==> src/rtl/radio_calib_cfg.svh <==
// Purpose: Constants for the calibration and power-on configuration block
// Assumes: Crystal clock ref_clk at 200 MHz, a period of 5 ns
// Notes:   Offsets, field positions, reset values and timing counts
`ifndef RADIO_CALIB_CFG_SVH
`define RADIO_CALIB_CFG_SVH

// Register offset and reset value
`define CFG0_OFFSET      8'h18
`define CFG0_RESET       8'h04

// Field positions
`define CAL_SCHED_HI     5
`define CAL_SCHED_LO     4
`define PO_WAIT_HI       3
`define PO_WAIT_LO       2
`define PIN_CTRL_BIT     1
`define KEEP_ON_BIT      0

// Schedule settings
`define SCHED_NEVER      2'h0
`define SCHED_ON_ENTER   2'h1
`define SCHED_ON_RETURN  2'h2
`define SCHED_EVERY_4TH  2'h3

// Expiry counts of the ripple counter for wait settings 0..3
`define EXPIRE_SEL0      9'h001
`define EXPIRE_SEL1      9'h010
`define EXPIRE_SEL2      9'h040
`define EXPIRE_SEL3      9'h100

// Ripple counter length in crystal periods and clock period
`define RIPPLE_LEN       64
`define CLK_PERIOD_NS    5

`endif

==> src/rtl/radio_calib_pkg.sv <==
// Purpose: Types shared by the calibration and power-on block
// Assumes: Nothing beyond the constants header
// Notes:   Radio state codes are those of the main state machine
package radio_calib_pkg;

  typedef enum logic [2:0] {
    ST_SLEEP  = 3'b000,
    ST_IDLE   = 3'b001,
    ST_RX     = 3'b010,
    ST_TX     = 3'b011,
    ST_SYNTH  = 3'b100
  } radio_state_e;

  typedef struct packed {
    logic [1:0] calSchedule;
    logic [1:0] powerOnWaitSel;
    logic       pinCtrlEnable;
    logic       crystalKeepOn;
  } cfg_s;

endpackage : radio_calib_pkg

==> src/rtl/power_on_timer.sv <==
// Purpose: Power-on wait after the crystal starts, drives chip_ready_n
// Assumes: crystalStable already synchronised to ref_clk
// Notes:   Counts crystal periods, so length follows crystal frequency
`timescale 1ns/10ps
`include "radio_calib_cfg.svh"
module power_on_timer #(
  parameter int RIPPLE_LEN = `RIPPLE_LEN
) (
  input  wire logic       ref_clk,
  input  wire logic       rst_n,
  input  wire logic       crystalStable,
  input  wire logic [8:0] expireTarget,
  output logic            chipReadyN
);

  logic [$clog2(RIPPLE_LEN)-1:0] rippleReg;
  logic [8:0]                    expireReg;
  logic                          doneReg;
  logic                          rippleWrap;
  logic                          reachTarget;

  // One expiry each time the ripple counter wraps
  assign rippleWrap  = (rippleReg == ($clog2(RIPPLE_LEN))'(RIPPLE_LEN - 1));
  assign reachTarget = rippleWrap && ((expireReg + 9'h001) >= expireTarget);
  assign chipReadyN  = ~doneReg;

  // Counting restarts whenever the crystal drops out
  always_ff @(posedge ref_clk or negedge rst_n) begin
    if (!rst_n) begin
      rippleReg <= '0;
      expireReg <= 9'h000;
      doneReg   <= 1'b0;
    end else if (!crystalStable) begin
      rippleReg <= '0;
      expireReg <= 9'h000;
      doneReg   <= 1'b0;
    end else if (!doneReg) begin
      rippleReg <= rippleReg + 1'b1;
      if (rippleWrap) begin
        expireReg <= expireReg + 9'h001;
      end
      if (reachTarget) begin
        doneReg <= 1'b1;
      end
    end
  end

  // Ready may not fall while the crystal is unstable
  a_ready_needs_xtal: assert property (@(posedge ref_clk) disable iff (!rst_n)
    !crystalStable |=> chipReadyN)
    else $error("chip ready low without stable crystal");

  // Ready falls only at the end of a ripple period
  a_ready_on_wrap: assert property (@(posedge ref_clk) disable iff (!rst_n)
    $fell(chipReadyN) |-> $past(rippleWrap))
    else $error("chip ready fell outside a counter wrap");

endmodule : power_on_timer

==> src/rtl/radio_calib_poweron_config.sv <==
// Purpose: Calibration schedule, power-on wait and crystal/pin options
// Assumes: Radio state and automatic-return flag come from same clock
// Notes:   Register written and read at its offset via the host port
//
// Summary of operation
// - Schedule 00 never calibrates alone, only on the manual strobe.
// - Schedule 01 calibrates on IDLE to RX, TX or synth-ready.
// - Schedule 10 calibrates on each automatic RX/TX return to IDLE.
// - Schedule 11 ties calibration to returns but less often.
// - Chip ready stays high until the chosen 1/16/64/256 expiries.
// - The wait is counted in crystal periods, about 0.32 to 82 us.
// - Bit 1 enables the pin radio control option.
// - Bit 0 keeps the crystal running in SLEEP.
`timescale 1ns/10ps
`include "radio_calib_cfg.svh"
module radio_calib_poweron_config
  import radio_calib_pkg::*;
#(
  parameter int RIPPLE_LEN = `RIPPLE_LEN
) (
  input  wire logic         ref_clk,
  input  wire logic         rst_n,
  input  wire logic         regWrite,
  input  wire logic [7:0]   regAddr,
  input  wire logic [7:0]   regWdata,
  output logic      [7:0]   regRdata,
  input  wire radio_state_e radioState,
  input  wire logic         autoReturn,
  input  wire logic         calibrateStrobe,
  input  wire logic         crystalStablePin,
  output logic              calStart,
  output logic              chipReadyN,
  output logic              pinCtrlEnable,
  output logic              crystalRun
);

  cfg_s         cfgReg;
  cfg_s         cfgNext;
  radio_state_e prevStateReg;
  logic [1:0]   returnCntReg;
  logic [1:0]   returnCntNext;
  logic         calStartReg;
  logic         calNext;
  logic [2:0]   syncReg;
  logic         stableReg;
  logic         cfgHit;
  logic         enterActive;
  logic         autoToIdle;
  logic         fourthReturn;
  logic [8:0]   expireTarget;
  logic [7:0]   regReadWord;
  logic [15:0]  stableCntReg;

  // Expiry count for a wait setting
  function automatic logic [8:0] expire_of(input logic [1:0] sel);
    case (sel)
      2'h0:    expire_of = `EXPIRE_SEL0;
      2'h1:    expire_of = `EXPIRE_SEL1;
      2'h2:    expire_of = `EXPIRE_SEL2;
      default: expire_of = `EXPIRE_SEL3;
    endcase
  endfunction : expire_of

  // True for a state that uses the synthesizer
  function automatic logic is_active(input radio_state_e st);
    is_active = (st == ST_RX) || (st == ST_TX) || (st == ST_SYNTH);
  endfunction : is_active

  // Register decode; bits 7:6 read as zero
  assign cfgHit      = (regAddr == `CFG0_OFFSET);
  assign cfgNext     = (regWrite && cfgHit) ? cfg_s'(regWdata[5:0]) : cfgReg;
  assign regReadWord = cfgHit ? {2'b00, cfgReg} : 8'h00;

  // Transition detection against the previous state
  assign enterActive  = (prevStateReg == ST_IDLE) && is_active(radioState);
  assign autoToIdle   = autoReturn && (radioState == ST_IDLE) &&
                        ((prevStateReg == ST_RX) || (prevStateReg == ST_TX));
  assign fourthReturn = autoToIdle && (returnCntReg == 2'h3);

  // Return counter only runs in the every-fourth schedule
  assign returnCntNext =
    (autoToIdle && cfgReg.calSchedule == `SCHED_EVERY_4TH) ?
    returnCntReg + 2'h1 : returnCntReg;

  // Manual strobe always works; automatic causes follow the schedule
  assign calNext = calibrateStrobe ||
    (cfgReg.calSchedule == `SCHED_ON_ENTER  && enterActive) ||
    (cfgReg.calSchedule == `SCHED_ON_RETURN && autoToIdle)  ||
    (cfgReg.calSchedule == `SCHED_EVERY_4TH && fourthReturn);

  // Pin option straight from its bit; crystal runs outside sleep or with keep-on set
  assign pinCtrlEnable = cfgReg.pinCtrlEnable;
  assign crystalRun    = (radioState != ST_SLEEP) ||
                         cfgReg.crystalKeepOn;
  assign calStart      = calStartReg;
  assign expireTarget  = expire_of(cfgReg.powerOnWaitSel);

  // Configuration, tracking and read-back registers
  always_ff @(posedge ref_clk or negedge rst_n) begin
    if (!rst_n) begin
      cfgReg       <= cfg_s'(6'(`CFG0_RESET));
      prevStateReg <= ST_IDLE;
      returnCntReg <= 2'h0;
      calStartReg  <= 1'b0;
      regRdata     <= 8'h00;
    end else begin
      cfgReg       <= cfgNext;
      prevStateReg <= radioState;
      returnCntReg <= returnCntNext;
      calStartReg  <= calNext;
      regRdata     <= regReadWord;
    end
  end

  // Crystal status is analog; a change counts when stages two and three agree
  always_ff @(posedge ref_clk or negedge rst_n) begin
    if (!rst_n) begin
      syncReg   <= 3'h0;
      stableReg <= 1'b0;
    end else begin
      syncReg <= {syncReg[1:0], crystalStablePin};
      if (syncReg[1] == syncReg[2]) begin
        stableReg <= syncReg[2];
      end
    end
  end

  // Cycles since the synchronised crystal status rose; checker use only.
  // Saturates so a long stable spell cannot wrap it under a short wait
  always_ff @(posedge ref_clk or negedge rst_n) begin
    if (!rst_n) begin
      stableCntReg <= 16'h0000;
    end else if (!stableReg) begin
      stableCntReg <= 16'h0000;
    end else if (stableCntReg != 16'hFFFF) begin
      stableCntReg <= stableCntReg + 16'h0001;
    end
  end

  // Power-on wait counted in crystal periods
  power_on_timer #(
    .RIPPLE_LEN    (RIPPLE_LEN)
  ) u_power_on_timer (
    .ref_clk       (ref_clk),
    .rst_n         (rst_n),
    .crystalStable (stableReg),
    .expireTarget  (expireTarget),
    .chipReadyN    (chipReadyN)
  );

  // Calibration causes per schedule; the manual strobe works in all of them
  a_manual_strobe: assert property (@(posedge ref_clk) disable iff (!rst_n)
    calibrateStrobe |=> calStart)
    else $error("manual strobe did not request calibration");

  // Return schedule ignores everything but automatic returns and the manual strobe
  a_return_only: assert property (@(posedge ref_clk) disable iff (!rst_n)
    (cfgReg.calSchedule == `SCHED_ON_RETURN && !autoToIdle &&
     !calibrateStrobe) |=> !calStart)
    else $error("calibration without automatic return");

  // Counter frozen outside the every-fourth schedule
  a_count_frozen: assert property (@(posedge ref_clk) disable iff (!rst_n)
    (cfgReg.calSchedule != `SCHED_EVERY_4TH) |=> $stable(returnCntReg))
    else $error("return counter moved outside its schedule");

  // Crystal must run in every state but sleep
  a_awake_crystal: assert property (@(posedge ref_clk) disable iff (!rst_n)
    (radioState != ST_SLEEP) |-> crystalRun)
    else $error("crystal stopped outside sleep");

  // Pin control only moves on a write to the register
  a_pin_ctrl_kept: assert property (@(posedge ref_clk) disable iff (!rst_n)
    !(regWrite && cfgHit) |=> $stable(pinCtrlEnable))
    else $error("pin control changed without a write");

  // Never schedule: no request unless the host strobes
  a_never_no_auto: assert property (@(posedge ref_clk) disable iff (!rst_n)
    (cfgReg.calSchedule == `SCHED_NEVER && !calibrateStrobe)
    |=> !calStart)
    else $error("auto calibration in never schedule");

  // Enter schedule: leaving IDLE for a synthesizer state calibrates
  a_enter_calib: assert property (@(posedge ref_clk) disable iff (!rst_n)
    (cfgReg.calSchedule == `SCHED_ON_ENTER && $past(radioState) == ST_IDLE
     && is_active(radioState)) |=> calStart)
    else $error("missed calibration on entering active state");

  // Return schedule: every automatic return calibrates
  a_return_calib: assert property (@(posedge ref_clk) disable iff (!rst_n)
    (cfgReg.calSchedule == `SCHED_ON_RETURN && autoToIdle)
    |=> calStart)
    else $error("missed calibration on automatic return");

  // Every-fourth schedule: the other returns stay quiet
  a_fourth_only: assert property (@(posedge ref_clk) disable iff (!rst_n)
    (cfgReg.calSchedule == `SCHED_EVERY_4TH && autoToIdle &&
     returnCntReg != 2'h3 && !calibrateStrobe) |=> !calStart)
    else $error("calibration on a return that is not fourth");

  // Fourth return calibrates and the count starts over
  a_count_wraps: assert property (@(posedge ref_clk) disable iff (!rst_n)
    (cfgReg.calSchedule == `SCHED_EVERY_4TH && autoToIdle &&
     returnCntReg == 2'h3) |=> (calStart && returnCntReg == 2'h0))
    else $error("every-fourth counter did not wrap with calibration");

  // Pin control bit follows the last write
  a_pin_ctrl_bit: assert property (@(posedge ref_clk) disable iff (!rst_n)
    (regWrite && cfgHit) |=> pinCtrlEnable == $past(regWdata[1]))
    else $error("pin control does not follow its bit");

  // In sleep only the keep-on bit holds the crystal up
  a_sleep_keep_on: assert property (@(posedge ref_clk) disable iff (!rst_n)
    (radioState == ST_SLEEP) |-> crystalRun == cfgReg.crystalKeepOn)
    else $error("crystal run wrong in sleep");

  // Ready may fall only once the chosen expiries have elapsed; a counter
  // keeps this valid while ripple length times expiries stays within 65535
  a_wait_select: assert property (@(posedge ref_clk) disable iff (!rst_n)
    $fell(chipReadyN) |->
    (int'(stableCntReg) >= RIPPLE_LEN * int'(expireTarget)))
    else $error("chip ready fell too early");

endmodule : radio_calib_poweron_config

==> config.mk <==
export PLATFORM = sky130hd
export DESIGN_NAME = radio_calib_poweron_config
export DESIGN_NICKNAME = d
export VERILOG_FILES = /design/src/rtl/radio_calib_pkg.sv /design/src/rtl/power_on_timer.sv /design/src/rtl/radio_calib_poweron_config.sv
export VERILOG_INCLUDE_DIRS = /design/src /design/src/rtl
export SDC_FILE = /design/constraint.sdc
export NUM_CORES = 1
export LEC_CHECK = 0
export ABC_AREA = 1
export BUFFER_PORTS_ARGS = -buffer_cell sky130_fd_sc_hd__buf_2
export CORE_AREA = 10 10 59 85
export DETAILED_ROUTE_END_ITERATION = 6
export DIE_AREA = 0 0 69 95
export PLACE_DENSITY_LB_ADDON = 0.25
export SLEW_MARGIN = 20
export SYNTH_ARGS = -nofsm -noshare
export SYNTH_HDL_FRONTEND = slang
export SYNTH_SLANG_ARGS = --single-unit
export TNS_END_PERCENT = 10
==> constraint.sdc <==
create_clock -name ref_clk -period 2 [get_ports ref_clk]
set_input_delay 0.4 -clock ref_clk [delete_from_list [all_inputs] [get_ports ref_clk]]
set_output_delay 0.4 -clock ref_clk [all_outputs]
set_load 0.005 [all_outputs]
# After elaboration in Yosys (flattened, before gate mapping)
# Cells that the tools add are included.
# classes
addsub	3
n_lt_le_gt_ge	1
n_eq_ne	18
n_bitwise	1
n_reduce_logical	20
mux	10
# op_table
op	count
9-bit two-way mux	3
9-bit one-hot mux with 3 select lines	1
6-bit two-way mux	3
3-bit by 2-bit == test with 1-bit output, second input constant	4
1-bit logical AND	10
9-bit by 1-bit adder with 9-bit output, second input constant	1
9-bit greater-or-equal comparator	1
2-bit == test, second input constant	4
8-bit by 5-bit == test with 1-bit output, second input constant	1
1-bit logical OR	7
6-bit by 1-bit adder with 6-bit output, second input constant	1
3-bit by 1-bit == test with 1-bit output, second input constant	2
6-bit == test, second input constant	1
2-bit by 1-bit == test with 1-bit output, second input constant	2
3-bit == test, second input constant	1
1-bit two-way mux	3
3-bit nonzero test	1
2-bit by 1-bit adder with 2-bit output, second input constant	1
2-bit logical NOT	1
2-bit by 1-bit != test with 1-bit output, second input constant	1
2-bit != test, second input constant	1
2-bit AND reduction	1
1-bit == test	1
1-bit NOT	1
# word_totals
register_bits	38
out_inout_bits	12
wordCells	66
input_bits	25

# Logic depth before layout (Yosys ltp)
# Gate-level depths: netlist of the first run.
# depth
depth_word	8
ltp_mapped	14
ltp_nobuf	14

# Modules after synthesis
# From an unflattened synthesis of the first run, not the netlist that was laid out.
# hier_totals
hier_cells	255
area_unflattened_um2	2080.7
# modules_own_cells
module	area_each_um2	cells_each	n_inst	seq_area_each_um2
power_on_timer	1163.6	157	1	400.4
radio_calib_poweron_config	917.1	98	1	553.0

# Least setup slack after synthesis of the first run
# OpenSTA, ideal clock, no wires.
# synth_path
path_kind	register -> register
startpoint	reg u_power_on_timer.expireReg[0]
endpoint	reg u_power_on_timer.doneReg
t_required_ns	1.884
path_buffers	0
period_less_slack_ns	1.716
arrival_time_ns	1.600
stages_incl_launch_ff	14
setup_slack_ns	0.284
setup_ns	0.116
cell_sequence	dfrtp_1 ha_1 nand2_1 nor2_1 nand2_1 xor2_1 inv_1 ha_1 nand2_1 nand2_1 nand2_1 nand2_1 nand2_1 nand2_1
# synth_between
elab_chain_len	6
# synth_lines
item	line_no	text
start: declaration	power_on_timer.sv:17	logic [8:0] expireReg;
start signal: assignment	power_on_timer.sv:40	expireReg <= expireReg + 9'h001;
9-bit by 1-bit adder with 9-bit output	power_on_timer.sv:24	assign reachTarget = rippleWrap && ((expireReg + 9'h001) >= expireTarget);
9-bit greater-or-equal comparator	power_on_timer.sv:24	
1-bit logical AND	power_on_timer.sv:24	
1-bit two-way mux	power_on_timer.sv:42	if (reachTarget) begin
1-bit two-way mux	power_on_timer.sv:37	end else if (!doneReg) begin
1-bit two-way mux	power_on_timer.sv:33	end else if (!crystalStable) begin
end signal: assignment	power_on_timer.sv:32	doneReg <= 1'b0;
end signal: assignment	power_on_timer.sv:36	doneReg <= 1'b0;
end signal: assignment	power_on_timer.sv:43	doneReg <= 1'b1;
end: declaration	power_on_timer.sv:18	logic doneReg;
# Every way passes these cells.
# A chain may end at the register's enable or synchronous reset.

# Worst setup path in the final report of the first run
# layout_path
startpoint	reg u_power_on_timer.expireReg[1]
endpoint	reg u_power_on_timer.doneReg
# Same word-level chain as after synthesis.

==> key figures, run 1 <==
STA
  – Setup TNS: 0 ns
  – Worst Clk Skew: 0.00403 ns
  – Final Cycle Share: just over 90%
  – Hold Fails Final Rpt: 0
  – Slew Limit Fails: 0
  – Final setup viols: 0
  – Unrepaired setup endpoints after global routing: no
  – Fmax: about 540 MHz
  – Crit path time final: around 1.8 ns
  – Final hold slack: about 0.14 ns

Setup path
  – Reg2Reg Setup Slack: 0.16 ns
  – Crit path capture type: flip-flop
  – Reg2Reg Depth: 13
  – CP Launch Type: flip-flop
  – Crit-path max FO: 4
  – Data arrival time of the worst path: just over 2 ns
  – R2r startpoint: u_power_on_timer.expireReg[1]$_DFFE_PN0P_
  – Worst Path Required: ~2.2 ns
  – Crit path top cell by count: nand2_1
  – Reg-to-Reg End: u_power_on_timer.doneReg$_DFF_PN0_
  – Critical Path, Cell by Cell: ha_1, nand2_1, nor2_2, nand2_1, xor2_1, inv_1, ha_1, nand2_1, nand2_1, nand2_1, nand2_1, nand2_1, nand2_1
  – CP peak stage delay: around 0.42 ns
  – Crit-path slowest cell: dfrtp_2
  – Crit Path Class: reg -> reg

Placed design
  – RePlAce Congestion: 0.758
  – I/O Buffers: 32
  – Final HPWL DP: ~2700 microns

Clock network
  – Clock-pin slew on the worst setup and hold paths: 0.07 ns
  – Clock latency on the worst-skew pair: 0.29 ns
  – CTS tree: yes
  – CTS Buffer Depth: 2
  – Root Driver: clkbuf_8
  – Clk sinks: 38
  – Cts bufs inserted: 5
  – H-tree depth: 2

Floorplan
  – Die W: roughly 69 microns
  – Core area: approximately 0.0036 sq mm
  – Ports: 37
  – Full die area: approximately 0.0066 sq mm
  – Overall die height: about 95 microns
  – Initial core utilization: 50.9%
  – Site Rows: 27

Global route
  – Total track usage: 11.1%
  – Largest net degree at the start of global routing: 39
  – Vias in the first global route: 1431
  – First-pass GRT wire length: 6040 microns
  – Grt ovf: 0
  – Initial antenna violation count: 0

Detailed routing
  – Via count: ~1400
  – DRC: 0
  – Routed Antenna Nets: 0
  – 1st-pass router iterations: 4
  – Routed wire length: roughly 3500 microns
  – DRT iter0 DRCs: 57
  – WL/cell: between 10 and 15 microns
  – Via/cell ratio: around 4.9

Power and ir drop
  – Switching Share: 25.6%
  – Sw power: around 0.39 mW
  – Clock power frac: between 30% and 40%
  – Power density cells: 706 mW/mm^2
  – Internal Power: between 1 and 1.5 mW
  – Lkg Pwr: roughly 1.1 nW
  – Reg power frac: between 50% and 60%
  – Combinational Power Share: 9.1%
  – Worst vdd ir: around 670 uV

Flow run
  – Max Cap Viol: 0

Synthesis
  – Post-synth top flop: dfrtp_1
  – Ys Warns: 0
  – Register area share after synthesis: 52.3%
  – Syn Area/Cell: between 9 and 10 sq um
  – Post-synth ARST share: 100%
  – Post-synth EDFFs: 0
  – Synth unique cells: 33
  – Synth area leader: dfrtp_1
  – Top cells by area, synth: dfrtp_1 (49%), nand2_1 (8.4%), inv_1 (5.3%)
  – Synthesized cell area: around 0.0018 sq mm
  – Synth top area share: just under 50%
  – Synth Instances: slightly below 200
  – Synthesized flop and latch total: 38

Cells and area
  – Util after Layout: about three fifths
  – Share of layout cells above drive strength 1: about a quarter
  – Post-layout net count: approximately 270
  – P&R area growth vs syn: 17.0%
  – N_diodes: 0

Worst hold path
  – HP Class: in -> async

Outcome
  – Outcome: completed
[state kept, by name, summed over array words and instances (netlist names)]
| signal | count |
|---|---|
| u_power_on_timer.rippleReg | 6 |
| prevStateReg | 3 |
| pinCtrlEnable | 1 |
| returnCntReg | 2 |
| syncReg | 3 |
| u_power_on_timer.doneReg | 1 |
| u_power_on_timer.expireReg | 9 |
| cfgReg | 5 |
| stableReg | 1 |
| regRdata | 6 |
| calStart | 1 |
[logic make-up (layout without fill, tap and decap cells)]
kind of cell / Yosys count / count (layout) / share of synthesized area [%]
simple gates: 88 / 88 / 22.7
flops: 38 / 38 / 52.3
fa+ha+maj: 8 / 8 / 5.35
mux: 1 / 1 / 0.617
buf+inv: 32 / 72 / 7.48
compound gates: 28 / 28 / 9.95
xor+xnor: 3 / 3 / 1.44
other cells: 1 / 2 / 0.206
[placed cells by master, fill, tap and decap left out, drive strengths merged]
master    synthesis  routed
nand3            12      12
maj3              1       1
o22ai             3       3
dfrtp            36      36
clkinv            0       2
o21bai            1       1
ha                7       7
conb              1       2
a21oi             4       4
dfstp             2       2
buf               4      36
nand4             5       5
clkbuf            0       5
xnor2             1       1
a221oi            1       1
o32ai             1       1
xor2              2       2
o21ai            16      16
a32o              1       1
a41oi             1       1
mux2              1       1
nor3              3       3
or2               1       1
clkinvlp          0       1
nor4              2       2
nor2             24      24
nand2            41      41
inv              28      28
[cell usage after synthesis (2+ instances only)]
library cell  instances
nand2_1              41
inv_2                 2
nor2_1               22
o22ai_1               3
dfrtp_1              36
ha_1                  7
nand3_2               2
nor4_1                2
xor2_1                2
inv_1                26
nand4_1               4
nor2_4                2
a21oi_1               4
dfstp_2               2
buf_4                 2
nor3_1                2
nand3_1              10
o21ai_0              15
[worst max-delay path by stage]
| stage | depth (start not counted) | to | start | slack, ns |
|---|---|---|---|---|
| after floorplan | 13 | u_power_on_timer.doneReg$_DFF_PN0_ | u_power_on_timer.expireReg[0]$_DFFE_PN0P_ | 0.28 |
| after global placement | 13 | u_power_on_timer.doneReg$_DFF_PN0_ | u_power_on_timer.expireReg[1]$_DFFE_PN0P_ | 0.14 |
| after detailed placement | 13 | u_power_on_timer.doneReg$_DFF_PN0_ | u_power_on_timer.expireReg[1]$_DFFE_PN0P_ | 0.15 |
| after CTS | 13 | u_power_on_timer.doneReg$_DFF_PN0_ | u_power_on_timer.expireReg[1]$_DFFE_PN0P_ | 0.09 |
| after global routing | 13 | u_power_on_timer.doneReg$_DFF_PN0_ | u_power_on_timer.expireReg[1]$_DFFE_PN0P_ | 0.02 |
| final | 13 | u_power_on_timer.doneReg$_DFF_PN0_ | u_power_on_timer.expireReg[1]$_DFFE_PN0P_ | 0.16 |
[per-layer routing]
layer	global-route usage [%]	part of all wire [%]	vias up
met5	0	0	-
li1	-	-	722
met4	5.05	1.6	0
met1	10.5	40	633
met3	4.51	5.5	6
met2	20.7	53	25
[final cells by class]
type | count | area [sq um]
multi-input combinational | 130 | 741
timing repair buffer | 36 | 190
tap | 43 | 53.8
sequential | 38 | 955
fill | 334 | 1450
clock buffer | 5 | 68.8
clock inverter | 3 | 21.3
inverter | 28 | 105
[per-stage QoR]
step	instances	area [sq um]	setup slack (ns)	total power, mW
floorplan	200	1830	0.284	0.943
global placement	274	2030	0.144	0.999
detailed placement	274	2030	0.150	1.01
CTS	282	2120	0.0924	1.53
global route	283	2130	0.0188	1.59
finish	283	2130	0.159	1.51
[power by group through the flow]
stage                     logic, mW  clock network, mW  registers (mW)
after floorplan              0.0886                  0           0.854
after global placement        0.136                  0           0.863
after detailed placement      0.141                  0           0.865
after CTS                     0.142              0.540           0.850
after global routing          0.162              0.575           0.856
final                         0.137              0.520           0.849
[worst max-delay path: cells and delay by family, from the launching register on]
kind          cells  cell delay (ns)
fa+ha+maj         2             0.47
simple gates      9             0.59
flops             1             0.42
xor+xnor          1             0.18
buf+inv           1             0.07
[repair_timing]
action | 4_1_cts | 5_1_grt
gates resized for setup | 0 | 2
setup buffers | 0 | 1
setup endpoints to repair | 0 | 1
hold endpoints to repair | 0 | 0
hold buffers | 0 | 0
Note: power is estimated with default switching activity, not from simulation.
==> inputs of run 2 (changes only) <==
--- a/config.mk
+++ b/config.mk
@@ -11,7 +11,7 @@
 export CORE_AREA = 10 10 59 85
 export DETAILED_ROUTE_END_ITERATION = 6
 export DIE_AREA = 0 0 69 95
-export PLACE_DENSITY_LB_ADDON = 0.25
+export PLACE_DENSITY = 0.76
 export SLEW_MARGIN = 20
 export SYNTH_ARGS = -nofsm -noshare
 export SYNTH_HDL_FRONTEND = slang
==> run 2 against run 1 <==
Final area increased by 0.59%. Combinational power increased by 11%. Clock skew increased by 0.0016 ns. Critical endpoint unchanged.
==> key figures, run 2 (synthesis results as in run 1) <==
Global route
  – Vias in the first global route: 1520
  – Largest net degree at the start of global routing: 24
  – Total track usage: 11.5%
  – First-pass GRT wire length: between 6000 and 7000 microns
  – Grt ovf: 0
  – Initial antenna violation count: 0

Setup path
  – Crit-path max FO: 4
  – CP Buf/Inv Count: 1
  – Critical Path, Cell by Cell: ha_1, nand2_2, nor2_1, nand2_1, xor2_1, inv_1, ha_1, nand2_1, nand2_1, nand2_1, nand2_1, nand2_1, nand2_1
  – Crit-path slowest cell: dfrtp_1
  – Crit Path Class: reg -> reg
  – Crit path capture type: flip-flop
  – Crit path top cell by count: nand2_1
  – Data arrival time of the worst path: 1.96 ns
  – CP Launch Type: flip-flop
  – CP peak stage delay: between 0.3 and 0.4 ns
  – Worst Path Required: 2.19 ns
  – Crit-path leading delay family: simple AND/OR/NAND/NOR gates

Power and ir drop
  – Combinational Power Share: between 10 and 15%
  – Clock power frac: between 30% and 40%
  – Lkg Pwr: 1.13 nW
  – Reg power frac: a little under three fifths
  – Switching Share: between 20% and 30%
  – Internal Power: 1.13 mW
  – Sw power: about 0.38 mW
  – Worst vdd ir: between 500 and 600 uV
  – Power density cells: around 700 mW/mm^2

STA
  – Unrepaired setup endpoints after global routing: no
  – Setup WS post-layout: about 0.22 ns
  – Slew Limit Fails: 0
  – Worst Clk Skew: ~0.0057 ns
  – Final Cycle Share: between 80% and 90%
  – Crit path time final: 1.78 ns
  – Setup TNS: 0 ns
  – Fmax: approximately 560 MHz
  – Hold Fails Final Rpt: 0
  – Final setup viols: 0

Floorplan
  – Core area: 0.00358 sq mm
  – Initial core utilization: between 50% and 60%
  – Die W: around 69 microns
  – Site Rows: 27
  – Overall die height: between 90 and 100 microns
  – Full die area: between 0.006 and 0.007 sq mm
  – Ports: 37

Clock network
  – Clk sinks: 38
  – Root Driver: clkbuf_8
  – Cts bufs inserted: 5
  – CTS Buffer Depth: 2
  – Clock latency on the worst-skew pair: between 0.2 and 0.3 ns
  – Clock-pin slew on the worst setup and hold paths: roughly 0.080 ns
  – CTS tree: yes
  – H-tree depth: 2

Cells and area
  – Multi-input gate area: 743 sq um
  – Finished Cell Area: 0.00215 sq mm
  – Commonest non-fill, non-tap cell in the layout: nand2_1
  – Post-layout net count: ~270
  – P&R area growth vs syn: 17.7%
  – Share of layout cells above drive strength 1: between 20% and 30%
  – Number of flip-flops in the largest register: 9
  – Most frequent cells in the layout: nand2_1 (40), dfrtp_1 (36), buf_2 (32)
  – Post-route non-filler standard cell count: 285
  – # fillers: 325
  – Top Registers: u_power_on_timer.expireReg x9, regRdata x6, u_power_on_timer.rippleReg x6
  – Top reg by flops: u_power_on_timer.expireReg
  – Reg area: 953 sq um
  – Util after Layout: between 50% and 60%
  – N_diodes: 0

Detailed routing
  – Wl on met1: around 1500 microns
  – DR top layer: met4
  – WL/cell: 12.7 microns
  – DRC: 0
  – Routed wire length: ~3600 microns
  – 1st-pass router iterations: 4
  – Routed met2 length: between 1500 and 2000 microns
  – Via/cell ratio: about 5.1
  – DRT iter0 DRCs: 22
  – Met3 Routed Length: 217 microns
  – Via count: around 1400
  – Routed Antenna Nets: 0

Outcome
  – Outcome: completed

Placed design
  – I/O Buffers: 32
  – Final HPWL DP: roughly 2900 microns
  – Placed cells: roughly 280
  – Placed cell area: between 0.002 and 0.0025 sq mm
  – RePlAce Congestion: 0.815
  – Place WS: 0.206 ns

Flow run
  – Max Cap Viol: 0

Worst hold path
  – HP Class: in -> async
[run 2: cell type report]
cell class                      instances  area share (%)
Timing Repair Buffer                   38            9.56
Sequential cell                        38            44.4
Tap cell                               43            2.51
Inverter                               28            4.90
Clock buffer                            6            3.38
Clock inverter                          2           0.641
Multi-Input combinational cell        130            34.6
[run 2: worst reg2reg max path, cell delays in order, from the launching register on]
cell and delay (ns):
dfrtp_1 0.36, ha_1 0.19, nand2_2 0.09, nor2_1 0.16, nand2_1 0.08, xor2_1 0.17, inv_1 0.07, ha_1 0.27
nand2_1 0.07, nand2_1 0.05, nand2_1 0.05, nand2_1 0.05, nand2_1 0.05, nand2_1 0.04
[run 2: power groups by stage]
stage,sequential [mW],combinational (mW),clock [mW]
after floorplan,0.854,0.0886,0
after global placement,0.860,0.144,0
after detailed placement,0.862,0.152,0
after CTS,0.847,0.153,0.527
after global routing,0.852,0.178,0.555
final,0.846,0.152,0.512
[run 2: what timing repair did]
item,CTS,global route
buffers inserted,0,1
gates resized for setup,0,3
hold buffers,0,0
setup endpoints to repair,0,1
[run 2: worst paths after layout]
path,depth (start not counted),end,from,slack (ns)
worst max-delay path,13,u_power_on_timer.doneReg$_DFF_PN0_,u_power_on_timer.expireReg[1]$_DFFE_PN0P_,0.22
worst min-delay path,1,syncReg[0]$_DFF_PN0_,rst_n,0.06
worst max register to register,13,u_power_on_timer.doneReg$_DFF_PN0_,u_power_on_timer.expireReg[1]$_DFFE_PN0P_,0.22
worst min register to register,0,syncReg[1]$_DFF_PN0_,syncReg[0]$_DFF_PN0_,0.35
max in group asynchronous,2,u_power_on_timer.expireReg[1]$_DFFE_PN0P_,rst_n,1.42
min in group ref_clk,1,syncReg[0]$_DFF_PN0_,crystalStablePin,0.21
[run 2: per-layer routing]
layer  vias to the layer above  track usage, %
met2                        44            20.7
li1                        726               -
met5                         -               0
met1                       663            11.0
met3                         9            4.30
met4                         0            6.90
[run 2: per-stage QoR]
| stage | total power, mW | hold WS [ns] |
|---|---|---|
| 2_1_floorplan | 0.943 | 0.104 |
| 3_3_place_gp | 1.00 | 0.333 |
| 3_5_place_dp | 1.01 | 0.335 |
| 4_1_cts | 1.53 | 0.0708 |
| 5_1_grt | 1.58 | 0.0873 |
| 6_report | 1.51 | 0.0617 |
